===== src/common/gmx_pkg.sv =====
// shared constants, signal codes and pin map for the pin mux and interrupt block
package gmx_pkg;

	localparam int NUM_PINS = 26;
	localparam int NUM_SIG = 24;
	localparam int NUM_WAKE = 5;

	// function selector codes
	localparam logic [2:0] FSEL_GPIO = 3'h0;
	localparam logic [2:0] FSEL_ALT_A = 3'h1;
	localparam logic [2:0] FSEL_ALT_B = 3'h4;
	localparam logic [2:0] FSEL_ALT_C = 3'h5;

	// reset values and fixed pin groups
	localparam logic [NUM_PINS-1:0] DIR_RST = 26'h000_0000;
	localparam logic [NUM_PINS-1:0] PULL_RST = 26'h3ff_cfff;
	localparam logic [NUM_PINS-1:0] INPUT_ONLY_PINS = 26'h000_3000;
	localparam logic [NUM_PINS-1:0] PAD_OUT_RST = 26'h000_0000;
	localparam logic [NUM_SIG-1:0] PERIPH_IN_RST = 24'hff_ffff;
	localparam int WAKE_PIN [NUM_WAKE] = '{9, 10, 11, 12, 13};

	// peripheral signal codes, also the index into the peripheral vectors
	typedef enum logic [4:0] {
		SIG_NONE = 5'h00, SIG_UART_CTS = 5'h01, SIG_UART_RTS = 5'h02, SIG_UART_TXD = 5'h03,
		SIG_UART_RXD = 5'h04, SIG_SPI_CLK = 5'h05, SIG_SPI_SEL_ONE = 5'h06, SIG_SPI_DOUT = 5'h07,
		SIG_SPI_DIN = 5'h08, SIG_SPI_SEL_TWO = 5'h09, SIG_SPI_SEL_THREE = 5'h0a, SIG_I2C_ONE_CLK = 5'h0b,
		SIG_I2C_ONE_DAT = 5'h0c, SIG_I2C_TWO_CLK = 5'h0d, SIG_I2C_TWO_DAT = 5'h0e, SIG_PWM_A = 5'h0f,
		SIG_PWM_B = 5'h10, SIG_MIC_DIN = 5'h11, SIG_MIC_CLK = 5'h12, SIG_CORE_CLK = 5'h13,
		SIG_XTAL_CLK = 5'h14, SIG_SLOW_CLK = 5'h15, SIG_DBG_CLK = 5'h16, SIG_DBG_DAT = 5'h17
	} gmx_sig_t;

	typedef enum logic [1:0] {
		KIND_IN = 2'h0, KIND_OUT = 2'h1, KIND_IO = 2'h2, KIND_OD = 2'h3
	} gmx_kind_t;

	// columns: 0 = alternate set a (001), 1 = set b (100), 2 = set c (101)
	localparam gmx_sig_t PIN_MAP [NUM_PINS][3] = '{
		'{SIG_UART_CTS, SIG_SPI_CLK, SIG_CORE_CLK},
		'{SIG_UART_RTS, SIG_SPI_SEL_ONE, SIG_MIC_DIN},
		'{SIG_PWM_A, SIG_SPI_DOUT, SIG_MIC_CLK},
		'{SIG_PWM_B, SIG_SPI_DIN, SIG_NONE},
		'{SIG_UART_RXD, SIG_I2C_TWO_CLK, SIG_PWM_A},
		'{SIG_UART_TXD, SIG_I2C_TWO_DAT, SIG_PWM_B},
		'{SIG_UART_RTS, SIG_I2C_TWO_CLK, SIG_MIC_DIN},
		'{SIG_UART_CTS, SIG_I2C_TWO_DAT, SIG_MIC_CLK},
		'{SIG_UART_TXD, SIG_SPI_CLK, SIG_MIC_DIN},
		'{SIG_DBG_CLK, SIG_SPI_DIN, SIG_XTAL_CLK},
		'{SIG_DBG_DAT, SIG_SPI_DOUT, SIG_SLOW_CLK},
		'{SIG_UART_RXD, SIG_SPI_SEL_ONE, SIG_SLOW_CLK},
		'{SIG_NONE, SIG_I2C_ONE_CLK, SIG_NONE},
		'{SIG_UART_CTS, SIG_I2C_ONE_DAT, SIG_NONE},
		'{SIG_I2C_ONE_CLK, SIG_SPI_CLK, SIG_NONE},
		'{SIG_I2C_ONE_DAT, SIG_SPI_SEL_ONE, SIG_NONE},
		'{SIG_PWM_A, SIG_SPI_DIN, SIG_NONE},
		'{SIG_PWM_B, SIG_SPI_DOUT, SIG_NONE},
		'{SIG_SPI_SEL_TWO, SIG_UART_RTS, SIG_NONE},
		'{SIG_SPI_SEL_THREE, SIG_UART_CTS, SIG_NONE},
		'{SIG_UART_CTS, SIG_SPI_SEL_TWO, SIG_NONE},
		'{SIG_PWM_B, SIG_SPI_SEL_ONE, SIG_NONE},
		'{SIG_PWM_A, SIG_SPI_SEL_THREE, SIG_NONE},
		'{SIG_UART_TXD, SIG_SPI_DOUT, SIG_MIC_CLK},
		'{SIG_UART_RXD, SIG_SPI_DIN, SIG_MIC_DIN},
		'{SIG_UART_RTS, SIG_SPI_CLK, SIG_MIC_CLK}
	};

	// signal carried by a pin under a selector; unused codes give none
	function automatic gmx_sig_t gmx_pin_signal(input int pin, input logic [2:0] sel);
		case (sel)
			FSEL_ALT_A: gmx_pin_signal = PIN_MAP[pin][0];
			FSEL_ALT_B: gmx_pin_signal = PIN_MAP[pin][1];
			FSEL_ALT_C: gmx_pin_signal = PIN_MAP[pin][2];
			default: gmx_pin_signal = SIG_NONE;
		endcase
	endfunction : gmx_pin_signal

	// pad direction class of a peripheral signal
	function automatic gmx_kind_t gmx_sig_kind(input gmx_sig_t s);
		case (s)
			SIG_UART_CTS, SIG_UART_RXD, SIG_SPI_DIN, SIG_MIC_DIN, SIG_DBG_CLK, SIG_NONE: gmx_sig_kind = KIND_IN;
			SIG_SPI_CLK, SIG_SPI_SEL_ONE, SIG_DBG_DAT: gmx_sig_kind = KIND_IO;
			SIG_I2C_ONE_CLK, SIG_I2C_ONE_DAT, SIG_I2C_TWO_CLK, SIG_I2C_TWO_DAT: gmx_sig_kind = KIND_OD;
			default: gmx_sig_kind = KIND_OUT;
		endcase
	endfunction : gmx_sig_kind

endpackage : gmx_pkg


===== src/common/gmx_irq_if.sv =====
// carrier between the pin mux and the interrupt detector
`timescale 1ns/10ps
interface gmx_irq_if;
	import gmx_pkg::*;

	logic [NUM_PINS-1:0] level;
	logic [NUM_PINS-1:0] trigger_kind_cfg;
	logic [NUM_PINS-1:0] dual_edge_cfg;
	logic [NUM_PINS-1:0] polarity_cfg;
	logic [NUM_PINS-1:0] enable;
	logic [NUM_PINS-1:0] clear;
	logic [NUM_PINS-1:0] raw;
	logic [NUM_PINS-1:0] masked;
	logic irq;

	modport det (
		input level, trigger_kind_cfg, dual_edge_cfg, polarity_cfg, enable, clear,
		output raw, masked, irq
	);
	modport mux (
		output level, trigger_kind_cfg, dual_edge_cfg, polarity_cfg, enable, clear,
		input raw, masked, irq
	);
endinterface : gmx_irq_if


===== src/design/gmx_irq_detect.sv =====
// per-pin interrupt detector with raw and masked flags
`timescale 1ns/10ps
module gmx_irq_detect import gmx_pkg::*; (
	// clock and reset
	input wire logic mclk,
	input wire logic reset,
	// detector side of the carrier
	gmx_irq_if.det irq
);

	logic [NUM_PINS-1:0] prev_ff;
	logic [1:0] warm_ff;
	logic armed_ff;
	logic [NUM_PINS-1:0] prev_raw_kept;
	logic [NUM_PINS-1:0] raw_ff;
	logic [NUM_PINS-1:0] masked_ff;
	logic irq_ff;
	logic [NUM_PINS-1:0] rise;
	logic [NUM_PINS-1:0] fall;
	logic [NUM_PINS-1:0] edge_hit;
	logic [NUM_PINS-1:0] level_hit;
	logic [NUM_PINS-1:0] match;
	logic [NUM_PINS-1:0] nxt_raw;

	// previous level; the two-stage synchroniser ahead shows reset zeros for two cycles,
	// so hits count only once both level and previous level are real samples (no false edge on pulled-up pins)
	always_ff @(posedge mclk) begin
		if (reset) begin
			prev_ff <= PAD_OUT_RST;
			warm_ff <= 2'h0;
			armed_ff <= 1'b0;
		end else begin
			prev_ff <= irq.level;
			warm_ff <= {warm_ff[0], 1'b1};
			armed_ff <= warm_ff[1];
		end
	end

	// trigger decode, independent of the pin function
	always_comb begin
		rise = irq.level & ~prev_ff;
		fall = ~irq.level & prev_ff;
		edge_hit = {NUM_PINS{armed_ff}} & ((irq.dual_edge_cfg & (rise | fall))
			| (~irq.dual_edge_cfg & irq.polarity_cfg & rise) | (~irq.dual_edge_cfg & ~irq.polarity_cfg & fall));
		level_hit = {NUM_PINS{armed_ff}} & ((irq.polarity_cfg & irq.level) | (~irq.polarity_cfg & ~irq.level));
		match = (irq.trigger_kind_cfg & level_hit) | (~irq.trigger_kind_cfg & edge_hit);
		// a hit in the same cycle as its clear still sets the flag
		nxt_raw = (raw_ff & ~irq.clear) | match;
	end

	// flags and combined line; masked view follows the enable mask
	always_ff @(posedge mclk) begin
		if (reset) begin
			raw_ff <= PAD_OUT_RST;
			masked_ff <= PAD_OUT_RST;
			irq_ff <= 1'b0;
		end else begin
			raw_ff <= nxt_raw;
			masked_ff <= nxt_raw & irq.enable;
			irq_ff <= |(nxt_raw & irq.enable);
		end
	end

	assign irq.raw = raw_ff;
	assign irq.masked = masked_ff;
	assign irq.irq = irq_ff;

	raw_set_a: assert property (@(posedge mclk) disable iff (reset)
		(match != '0) |=> ((raw_ff & $past(match)) == $past(match)))
		else $error("raw flag missed a trigger");
	clear_bit_a: assert property (@(posedge mclk) disable iff (reset)
		((irq.clear & ~match) != '0) |=> ((raw_ff & $past(irq.clear & ~match)) == '0))
		else $error("raw flag not cleared");
	clear_zero_a: assert property (@(posedge mclk) disable iff (reset)
		1'b1 |=> ((raw_ff & $past(prev_raw_kept)) == $past(prev_raw_kept)))
		else $error("raw flag lost without a clear");
	masked_view_a: assert property (@(posedge mclk) disable iff (reset)
		masked_ff == (raw_ff & $past(irq.enable)))
		else $error("masked flags differ from raw and enable");
	irq_line_a: assert property (@(posedge mclk) disable iff (reset)
		irq_ff == (masked_ff != '0))
		else $error("combined line disagrees with masked flags");
	rise_edge_a: assert property (@(posedge mclk) disable iff (reset)
		(armed_ff && !irq.trigger_kind_cfg[0] && !irq.dual_edge_cfg[0] && !irq.polarity_cfg[0] && !prev_ff[0]
		&& irq.level[0] && !raw_ff[0]) |=> !raw_ff[0])
		else $error("falling-edge pin set on a rising edge");
	cover_edge_c: cover property (@(posedge mclk) disable iff (reset) (edge_hit != '0) ##1 irq_ff);
	cover_level_c: cover property (@(posedge mclk) disable iff (reset) (irq.trigger_kind_cfg & level_hit) != '0);
	cover_clear_c: cover property (@(posedge mclk) disable iff (reset) (irq.clear & raw_ff & match) != '0);

	// flags that survive this cycle's clear, watched by the assertion above
	assign prev_raw_kept = raw_ff & ~irq.clear;

endmodule : gmx_irq_detect


===== src/design/gmx_pin_mux.sv =====
// pin function multiplexer with per-pin interrupts and wake-up requests
// How it works
// - three-bit selector: gpio or three alternate sets
// - alternate sets route serial lines per pin map
// - set c carries microphone clock and bitstream
// - two pwm sources on pins 2 to 5, 16, 17, 21 and 22
// - five pins raise wake-up requests
// - pins 12, 13 never drive in gpio
// - interrupts work whatever function is selected
// - edge or level sensing chosen per pin
// - decode sense, dual-edge and polarity bits
// - trigger match sets the raw flag
// - enable mask bit 1 enables pin interrupt
// - clear write of 1 clears, 0 ignored
// - all pins merge onto one interrupt line
// - core and crystal clock outputs need their enable bits set
// - reset leaves gpio input mode, pulls on except pins 12, 13
// - direction bit 0 input, 1 output, reset zero
`timescale 1ns/10ps
module gmx_pin_mux import gmx_pkg::*; (
	// clock and reset
	input wire logic mclk,
	input wire logic reset,
	// package pads
	input wire logic [NUM_PINS-1:0] pad_in,
	output logic [NUM_PINS-1:0] pad_out,
	output logic [NUM_PINS-1:0] pad_oe,
	output logic [NUM_PINS-1:0] pad_pull_en,
	// pin configuration
	input wire logic [NUM_PINS-1:0][2:0] func_select,
	input wire logic [NUM_PINS-1:0] gpio_out_data,
	input wire logic [NUM_PINS-1:0] direction_select,
	input wire logic [NUM_PINS-1:0] pull_enable_cfg,
	input wire logic core_clock_pin_enable,
	input wire logic crystal_pin_enable,
	// pin levels as seen by software
	output logic [NUM_PINS-1:0] gpio_in_data,
	// on-chip peripherals, indexed by signal code
	input wire logic [NUM_SIG-1:0] periph_out,
	input wire logic [NUM_SIG-1:0] periph_oe,
	output logic [NUM_SIG-1:0] periph_in,
	// interrupt configuration and status
	input wire logic [NUM_PINS-1:0] trigger_kind_select,
	input wire logic [NUM_PINS-1:0] dual_edge_select,
	input wire logic [NUM_PINS-1:0] polarity_select,
	input wire logic [NUM_PINS-1:0] irq_enable_mask,
	input wire logic [NUM_PINS-1:0] irq_clear,
	output logic [NUM_PINS-1:0] raw_irq_flags,
	output logic [NUM_PINS-1:0] masked_irq_flags,
	output logic irq_line,
	// wake-up
	input wire logic [NUM_WAKE-1:0] wake_enable,
	output logic [NUM_WAKE-1:0] wake_req
);

	logic [NUM_PINS-1:0] pad_meta_ff;
	logic [NUM_PINS-1:0] pad_sync_ff;
	logic [NUM_PINS-1:0] gpio_in_ff;
	logic [NUM_PINS-1:0] pad_out_ff;
	logic [NUM_PINS-1:0] pad_oe_ff;
	logic [NUM_PINS-1:0] pull_ff;
	logic [NUM_SIG-1:0] periph_in_ff;
	logic [NUM_WAKE-1:0] wake_ff;
	logic [NUM_PINS-1:0] nxt_pad_out;
	logic [NUM_PINS-1:0] nxt_pad_oe;
	logic [NUM_SIG-1:0] nxt_periph_in;

	gmx_irq_if irq_bus ();

	// two-stage synchroniser; only the second stage feeds any logic
	always_ff @(posedge mclk) begin
		if (reset) begin
			pad_meta_ff <= PAD_OUT_RST;
			pad_sync_ff <= PAD_OUT_RST;
			gpio_in_ff <= PAD_OUT_RST;
		end else begin
			pad_meta_ff <= pad_in;
			pad_sync_ff <= pad_meta_ff;
			gpio_in_ff <= pad_sync_ff;
		end
	end

	// output mux: each pin picks gpio or the signal of its alternate column
	always_comb begin
		gmx_sig_t sig;
		sig = SIG_NONE;
		nxt_pad_out = PAD_OUT_RST;
		nxt_pad_oe = DIR_RST;
		for (int p = 0; p < NUM_PINS; p++) begin
			sig = gmx_pin_signal(p, func_select[p]);
			if (func_select[p] == FSEL_GPIO) begin
				nxt_pad_out[p] = gpio_out_data[p];
				nxt_pad_oe[p] = direction_select[p] & ~INPUT_ONLY_PINS[p];
			end else begin
				case (gmx_sig_kind(sig))
					KIND_OUT: begin
						nxt_pad_out[p] = periph_out[sig];
						nxt_pad_oe[p] = 1'b1;
					end
					KIND_IO: begin
						nxt_pad_out[p] = periph_out[sig];
						nxt_pad_oe[p] = periph_oe[sig];
					end
					KIND_OD: begin
						// open drain: only ever pull low, the bus pull-up makes the high
						nxt_pad_out[p] = 1'b0;
						nxt_pad_oe[p] = periph_oe[sig] & ~periph_out[sig];
					end
					default: begin
						nxt_pad_out[p] = 1'b0;
						nxt_pad_oe[p] = 1'b0;
					end
				endcase
				// core and crystal clocks stay off the pin until enabled
				if (sig == SIG_CORE_CLK) begin
					nxt_pad_oe[p] = core_clock_pin_enable;
					nxt_pad_out[p] = periph_out[sig] & core_clock_pin_enable;
				end else if (sig == SIG_XTAL_CLK) begin
					nxt_pad_oe[p] = crystal_pin_enable;
					nxt_pad_out[p] = periph_out[sig] & crystal_pin_enable;
				end
			end
		end
	end

	// input routing: an unselected peripheral input idles high
	always_comb begin
		gmx_sig_t sig;
		sig = SIG_NONE;
		nxt_periph_in = PERIPH_IN_RST;
		for (int p = 0; p < NUM_PINS; p++) begin
			sig = gmx_pin_signal(p, func_select[p]);
			if (sig != SIG_NONE && gmx_sig_kind(sig) != KIND_OUT) begin
				nxt_periph_in[sig] = pad_sync_ff[p];
			end
		end
	end

	// pad drivers; clocks pass through mclk, so only clocks well below it come out clean
	always_ff @(posedge mclk) begin
		if (reset) begin
			pad_out_ff <= PAD_OUT_RST;
			pad_oe_ff <= DIR_RST;
			pull_ff <= PULL_RST;
		end else begin
			pad_out_ff <= nxt_pad_out;
			pad_oe_ff <= nxt_pad_oe;
			pull_ff <= pull_enable_cfg & ~INPUT_ONLY_PINS;
		end
	end

	// peripheral inputs
	always_ff @(posedge mclk) begin
		if (reset) begin
			periph_in_ff <= PERIPH_IN_RST;
		end else begin
			periph_in_ff <= nxt_periph_in;
		end
	end

	// interrupt detector sees the synchronised level in every mode
	assign irq_bus.level = pad_sync_ff;
	assign irq_bus.trigger_kind_cfg = trigger_kind_select;
	assign irq_bus.dual_edge_cfg = dual_edge_select;
	assign irq_bus.polarity_cfg = polarity_select;
	assign irq_bus.enable = irq_enable_mask;
	assign irq_bus.clear = irq_clear;

	gmx_irq_detect u_detect (
		.mclk(mclk),
		.reset(reset),
		.irq(irq_bus.det)
	);

	// wake request follows the raw flag of each wake pin whose wake_enable bit is set
	always_ff @(posedge mclk) begin
		if (reset) begin
			wake_ff <= '0;
		end else begin
			for (int w = 0; w < NUM_WAKE; w++) begin
				wake_ff[w] <= wake_enable[w] & irq_bus.raw[WAKE_PIN[w]];
			end
		end
	end

	assign pad_out = pad_out_ff;
	assign pad_oe = pad_oe_ff;
	assign pad_pull_en = pull_ff;
	assign gpio_in_data = gpio_in_ff;
	assign periph_in = periph_in_ff;
	assign raw_irq_flags = irq_bus.raw;
	assign masked_irq_flags = irq_bus.masked;
	assign irq_line = irq_bus.irq;
	assign wake_req = wake_ff;

	input_only_a: assert property (@(posedge mclk) disable iff (reset)
		(func_select[12] == FSEL_GPIO && func_select[13] == FSEL_GPIO) |=> (pad_oe_ff[13:12] == 2'h0))
		else $error("input-only pin driven in gpio mode");
	reset_input_a: assert property (@(posedge mclk)
		reset |=> (pad_oe_ff == DIR_RST && pull_ff == PULL_RST))
		else $error("pins not in input mode after reset");
	gpio_drive_a: assert property (@(posedge mclk) disable iff (reset)
		(func_select[7] == FSEL_GPIO && direction_select[7]) |=> (pad_oe_ff[7] && pad_out_ff[7] == $past(gpio_out_data[7])))
		else $error("gpio output not driven");
	core_clk_a: assert property (@(posedge mclk) disable iff (reset)
		(func_select[0] == FSEL_ALT_C && !core_clock_pin_enable) |=> !pad_oe_ff[0])
		else $error("core clock driven while disabled");
	pwm_pin_a: assert property (@(posedge mclk) disable iff (reset)
		(func_select[4] == FSEL_ALT_C) |=> (pad_oe_ff[4] && pad_out_ff[4] == $past(periph_out[SIG_PWM_A])))
		else $error("pwm source not on its pin");
	sync_path_a: assert property (@(posedge mclk) disable iff (reset)
		$past(reset) == 1'b0 ##0 $past(reset, 2) == 1'b0 ##0 $past(reset, 3) == 1'b0 |-> gpio_in_ff == $past(pad_in, 3))
		else $error("pin level not seen after three cycles");
	cover_alt_c: cover property (@(posedge mclk) disable iff (reset) func_select[2] == FSEL_ALT_A ##1 pad_oe_ff[2]);
	cover_wake_c: cover property (@(posedge mclk) disable iff (reset) wake_ff != '0);

endmodule : gmx_pin_mux


===== config.mk =====
export PLATFORM = sky130hd
export DESIGN_NAME = gmx_pin_mux
export DESIGN_NICKNAME = d
export VERILOG_FILES = /design/src/common/gmx_pkg.sv /design/src/common/gmx_irq_if.sv /design/src/design/gmx_irq_detect.sv /design/src/design/gmx_pin_mux.sv
export SDC_FILE = /design/constraint.sdc
export NUM_CORES = 1
export LEC_CHECK = 0
export ABC_CLOCK_PERIOD_IN_PS = 3780
export BUFFER_PORTS_ARGS = -buffer_cell sky130_fd_sc_hd__clkbuf_2
export CAP_MARGIN = 20
export CORE_AREA = 2 2 214 216
export DETAILED_ROUTE_END_ITERATION = 10
export DIE_AREA = 0 0 216 218
export PLACE_DENSITY = 0.57
export SYNTH_ARGS = -nofsm -noshare
export SYNTH_HDL_FRONTEND = slang
export SYNTH_SLANG_ARGS = --single-unit

===== constraint.sdc =====
create_clock -name mclk -period 3.78 [get_ports mclk]
set_clock_uncertainty 0.1 [all_clocks]
set_input_delay 0.378 -clock mclk [delete_from_list [all_inputs] [get_ports mclk]]
set_output_delay 0.378 -clock mclk [all_outputs]
set_load 0.01 [all_outputs]

# After elaboration in Yosys (flattened, before gate mapping)
# Memories as Yosys holds them, arrays and structs flattened.
# Index checks and enable logic that the tools add are counted.
# totals
ff_bits	241
mem_bits_ro	3328
in_bits	369
out_inout_bits	186
word_cells	1079
mem_count	52
# op_classes
order_cmp	52
n_eq_ne	221
muxes	466
bitwise	138
n_reduce_logical	133
# memory_table
name	depth	width	read_ports	rd_ports_with_merged_regs	wr	line_no	source
(name not given)	32	2	1	0	0	gmx_pkg.sv:78	case (s)
(name not given)	32	2	1	0	0	gmx_pkg.sv:78	
(name not given)	32	2	1	0	0	gmx_pkg.sv:78	
(name not given)	32	2	1	0	0	gmx_pkg.sv:78	
(name not given)	32	2	1	0	0	gmx_pkg.sv:78	
(name not given)	32	2	1	0	0	gmx_pkg.sv:78	
+46 memories	n/a	n/a	n/a	n/a	n/a	n/a	
# ops
cell	count
$mux W24	26
$bwmux W24	25
$and A26 B26 Y26	15
$bmux W1 S5	52
$eq A5 B5 Y1 const B	52
$mux W1	259
$pmux W5 S3	13
$lt A5 B6 Y1 const B	26
$not A26 Y26	6
$or A26 B26 Y26	6
$demux W1 S5	26
$ge A5 B1 Y1 const B	26
$reduce_bool A5 Y1	26
$eq A3 B3 Y1 const B	40
$eq A2 B2 Y1 const B	52
$and A1 B1 Y1	83
$logic_not A3 Y1	26
$pmux W1 S3	26
$eq A3 B1 Y1 const B	25
$pmux W4 S2	8
$reduce_or A2 Y1	28
$eq A2 B1 Y1 const B	26
$logic_and A1 B1 Y1	52
$mux W2	26
8 further kinds	60

# Longest topological paths before layout
# depth
ltp_word	59
depth_mapped	14
mapped_depth_nobuf	13

# Modules after synthesis
# From an unflattened synthesis, not the netlist that was laid out.
# unflattened
cells_unflattened	1213
area_unflattened_um2	11563.6
# modules_own_cells
module	instances	cells_per_inst	area_per_inst_um2	seq_area_each_um2
gmx_pin_mux	1	692	6985.4	3663.5
gmx_irq_detect	1	521	4578.1	1641.6

# Least setup slack after synthesis
# OpenSTA, ideal clock, no wires.
# synth_path
path_type	input-to-reg
from	in func_select[71] in the netlist's numbering
to	reg periph_in_ff[17], in the netlist periph_in[17]
setup_ps	122
t_arrival_ps	2573
t_required_ps	3558
setup_slack_ps	985
path_stages	12
n_path_buf	1
path_cell_list	buf_2 > xnor2_1 > nor2_1 > inv_1 > ha_1 > nor3_1 > inv_1 > ha_1 > nor3_1 > mux2i_1 > a21oi_1 > a311o_1
# synth_via
elab_chain_cells	12
word_cells_on_any_way	19
cone_classes	2 x order compare; 4 x eq/ne; 9 x mux; 3 x reduce/logical; 1 x memory
# synth_rtl
element	line_no	source
from (decl)	gmx_pin_mux.sv:30	input wire logic [NUM_PINS-1:0][2:0] func_select,
$eq A3 B3 Y1 or $eq A3 B1 Y1 (tied branches)	gmx_pkg.sv:68	case (sel)
$pmux W5 S3 (*)	gmx_pkg.sv:68	
$lt A5 B6 Y1 (implied by the code) or $ge A5 B1 Y1 (tied branches)	gmx_pin_mux.sv:134	nxt_periph_in[sig] = pad_sync_ff[p];
$logic_and A1 B1 Y1 (implied by the code)	gmx_pin_mux.sv:134	
$mux W1 (implied by the code)	gmx_pin_mux.sv:134	
$demux W1 S5	gmx_pin_mux.sv:134	
$bwmux W24	gmx_pin_mux.sv:134	
$mux W24 (*)	gmx_pin_mux.sv:133	if (sig != SIG_NONE && gmx_sig_kind(sig) != KIND_OUT) begin
$bwmux W24	gmx_pin_mux.sv:134	
$mux W24 (*)	gmx_pin_mux.sv:133	
$bwmux W24	gmx_pin_mux.sv:134	
$mux W24 (*)	gmx_pin_mux.sv:133	
to (signal assigned)	gmx_pin_mux.sv:157	periph_in_ff <= nxt_periph_in;
to (decl)	gmx_pin_mux.sv:62	logic [NUM_SIG-1:0] periph_in_ff;
# Mark *: on every way between the ends. The rest lies on a longest branch, timed or not.
# A chain may end at the register's enable or synchronous reset.

# Final worst setup path
# layout_path
from	in func_select[69] in the netlist's numbering
to	reg periph_in_ff[17], in the netlist periph_in[17]
# The elaborated chain is that of the path after synthesis.

==> out/results.tsv <==
metric	value	unit
outcome	complete, no violations	
# rows	78	
CTS HTree Levels	1	
CP peak stage delay	0.46	ns
CTS tree	done	
DRT Wirelength	42900	µm
TritonCTS Sinks	239	
clock share of power	0.449	
all-layer global routing usage	0.173	
CP Data Arrival Time	3.18	ns
hold wc startpoint	func_select[41]	
crit path kind	input port to flop	
Int Pwr	4850	µW
Tmin final	2.83	ns
leakage power	0.00773	µW
die area	47100	µm²
Main synth FF type	dfxtp_1	
first-pass GRT wire length	61500	µm
endpoints failing setup	0	
drc violations	0	
Register Area	4790	µm²
pwr dens	398	nW/µm²
TritonRoute pass-1 iters	4	
FILL cells	4582	
Die H	218	µm
Clock Latency Late Sink	0.56	ns
vias	10563	
slew margin rel.	0.433	
chip width	216	µm
share of post-route cells with drive strength above 1	0.344	
hold depth	2	
Critical R2R Capture	u_detect.irq.irq$_SDFF_PP0_	
area fraction of the dominant cell type after synthesis	0.462	
worst endpoint required time	4.13	ns
switching share of total power	0.251	
total congestion overflow	0	
Syn Area/Cell	9.30	µm²
reg2reg start	irq_bus.level[10]$_SDFF_PP0_	
R2R Setup Slk	1.23	ns
share of flip-flops with an asynchronous set or reset	0	
flops & latches, synth	239	
Synthesis Warnings	0	
Netlist Area Pre-Place	10400	µm²
Layout Utilization	0.362	
Hold-fix buffers, CTS	154	
crit-path cells	clkbuf_2, xnor2_1, nor2_1, inv_1, ha_1, nor3_1, inv_1, ha_1, nor3_1, mux2i_1, a21oi_1, a311o_1	
Area Growth Syn to Fin	57.0	%
Max rail drop VDD	271	µV
Clk pin slew, worst setup/hold paths	0.06	ns
Placeable Area	44900	µm²
final std cells w/o fill	2433	
Hold Path Class	input port to flop	
NetSw	1620	µW
Tcrit/Tclk final	0.750	
Post-CTS Resized	0	
largest net degree at the start of global routing	90	
post-synth top area cell	dfxtp_1	
reg2reg path depth	7	
most common cell in the netlist	dfxtp_1	
CTS Buffer Depth	3	
Combinational Power Share	0.139	
clock root buffer	clkbuf_16	
DR vias/cell	4.34	
initial drt markers	423	
Nets	2245	
initial antenna violation count	5	
kind of start point of the critical path	input port	
Seq pwr share	0.412	
post-CTS setup buffer count	0	
synth top area cells	dfxtp_1, ha_1, mux2i_1	
CTS Buf Count	28	
I/O pin cnt	555	
post-synthesis sequential area ratio	0.462	
setup TNS	0	ns
DRT antenna net count	0	
FMAX	353	MHz
Synth Instances	1114	
GP Congestion	0.851	
Hold Vio Cnt, Final	0	
RSZ-0062 raised after global routing	false	
number of flops mapped to enable cells by yosys	0	
top cells by count, synth	dfxtp_1, inv_1, nor2_1, nor2b_1, ha_1	
post-detail-place hpwl	33800	µm
Wirelength per Cell	17.6	µm
vias in the first global route	10650	
CP Capture Type	flop	
Starting Density	0.231	
dpl cells	2227	
Cell variety after synth	61	
Slew Limit Fails	0	
Power, Total	6470	µW
area of the multi-input gates	4970	µm²
Slowest-stage cell, CP	nor3_1	
Crit Path Max Fanout	11	
slew at the pin closest to its max-slew limit	0.850	ns
WHS Endpoint	pad_oe[13]$_SDFF_PP0_	
IO Port Bufs	530	
max-cap check violation count	0	
==> metrics by stage <==
step	hold WS, ns	instance area (µm²)	setup slack, ns
after CTS	0.00382	16300	1.07
after global routing	0.0236	16300	0.838
after global placement	0.315	13700	0.533
after detailed placement	0.322	13700	0.470
final	0.0382	16300	0.945
after floorplan	0.314	10400	0.985
==> registers in the layout (all words and copies together), names as in the netlist <==
| name | count |
|---|---|
| periph_in | 24 |
| pad_pull_en | 24 |
| pad_meta_ff | 26 |
| u_detect.armed_ff | 1 |
| u_detect.irq.masked | 26 |
| pad_out | 26 |
| u_detect.irq.irq | 1 |
| wake_req | 5 |
| pad_oe | 26 |
| u_detect.irq.raw | 26 |
| irq_bus.level | 26 |
| u_detect.prev_ff | 26 |
| u_detect.warm_ff | 2 |
==> cells by family (layout without fill, tap and decap cells) <==
group,count (synthesis),in the layout,synth area share
XOR/XNOR,28,28,0.0237
buffers and inverters,162,868,0.0617
AND/OR/NAND/NOR,394,394,0.201
multiplexers,63,63,0.0639
other,2,15,0.000725
adder cells (fa/ha/maj),65,65,0.0785
AO/OA/AOI/OAI,161,161,0.108
flip-flops,239,239,0.462
==> placed cells by master, fill, tap and decap left out, drive strengths merged, types with 4 or more instances in the layout <==
master,Yosys,final
nor3b,16,16
nand2,50,50
a211oi,10,10
o22ai,17,17
nand4,4,4
o21ai,31,31
and2,17,17
and3,10,10
clkbuf,18,569
nand3,4,4
nor2,110,110
mux2i,47,47
nand3b,4,4
a31oi,11,11
xnor2,13,13
o31a,10,10
dlygate4sd3,0,154
nor3,54,54
ha,65,65
buf,19,10
inv,125,125
a22oi,4,4
dfxtp,239,239
conb,2,13
a32oi,10,10
nor4,13,13
nor4b,7,7
nor2b,67,67
or2,24,24
o32ai,5,5
a21oi,25,25
bufinv,0,4
a2111oi,16,16
mux2,15,15
xor2,15,15
a311oi,5,5
==> critical path, delay by kind of cell <==
kind | cells | cell delay, ns
AND/OR/NAND/NOR | 3 | 1.06
multiplexers | 1 | 0.25
adder cells (fa/ha/maj) | 2 | 0.54
AO/OA/AOI/OAI | 2 | 0.38
buffers and inverters | 3 | 0.40
XOR/XNOR | 1 | 0.17
==> power groups by stage <==
stage	Clock, µW	Combinational [µW]	Sequential, µW
floorplan	0	320	2740
CTS	3000	910	2670
detailed placement	0	785	2720
finish	2910	901	2670
global route	3100	993	2670
global placement	0	769	2720
==> layout make-up <==
class	instances	share of cell area
Inverter	125	0.0289
Multi-Input combinational cell	724	0.306
Antenna cell	2	0.000308
Sequential cell	239	0.294
Tap cell	600	0.0462
Clock inverter	10	0.00993
Clock buffer	40	0.0509
Timing Repair Buffer	693	0.264
==> worst max path at each step <==
stage,startpoint,endpoint,cells after the start
2_1_floorplan,func_select[71],periph_in[17]$_SDFF_PP1_,12
3_3_place_gp,func_select[69],periph_in[17]$_SDFF_PP1_,12
3_5_place_dp,func_select[69],periph_in[17]$_SDFF_PP1_,12
4_1_cts,func_select[69],periph_in[17]$_SDFF_PP1_,12
5_1_grt,func_select[69],periph_in[17]$_SDFF_PP1_,12
6_report,func_select[69],periph_in[17]$_SDFF_PP1_,12
==> per-layer routing <==
metal	share of wire	vias to the layer above	track usage	routed length [µm]
met4	0.039	0	0.0719	1670
li1	-	5186	-	-
met5	0	-	0	0
met1	0.40	4843	0.195	17000
met3	0.077	85	0.0445	3320
met2	0.49	449	0.311	20900
Note: power is estimated with default switching activity, not from simulation.
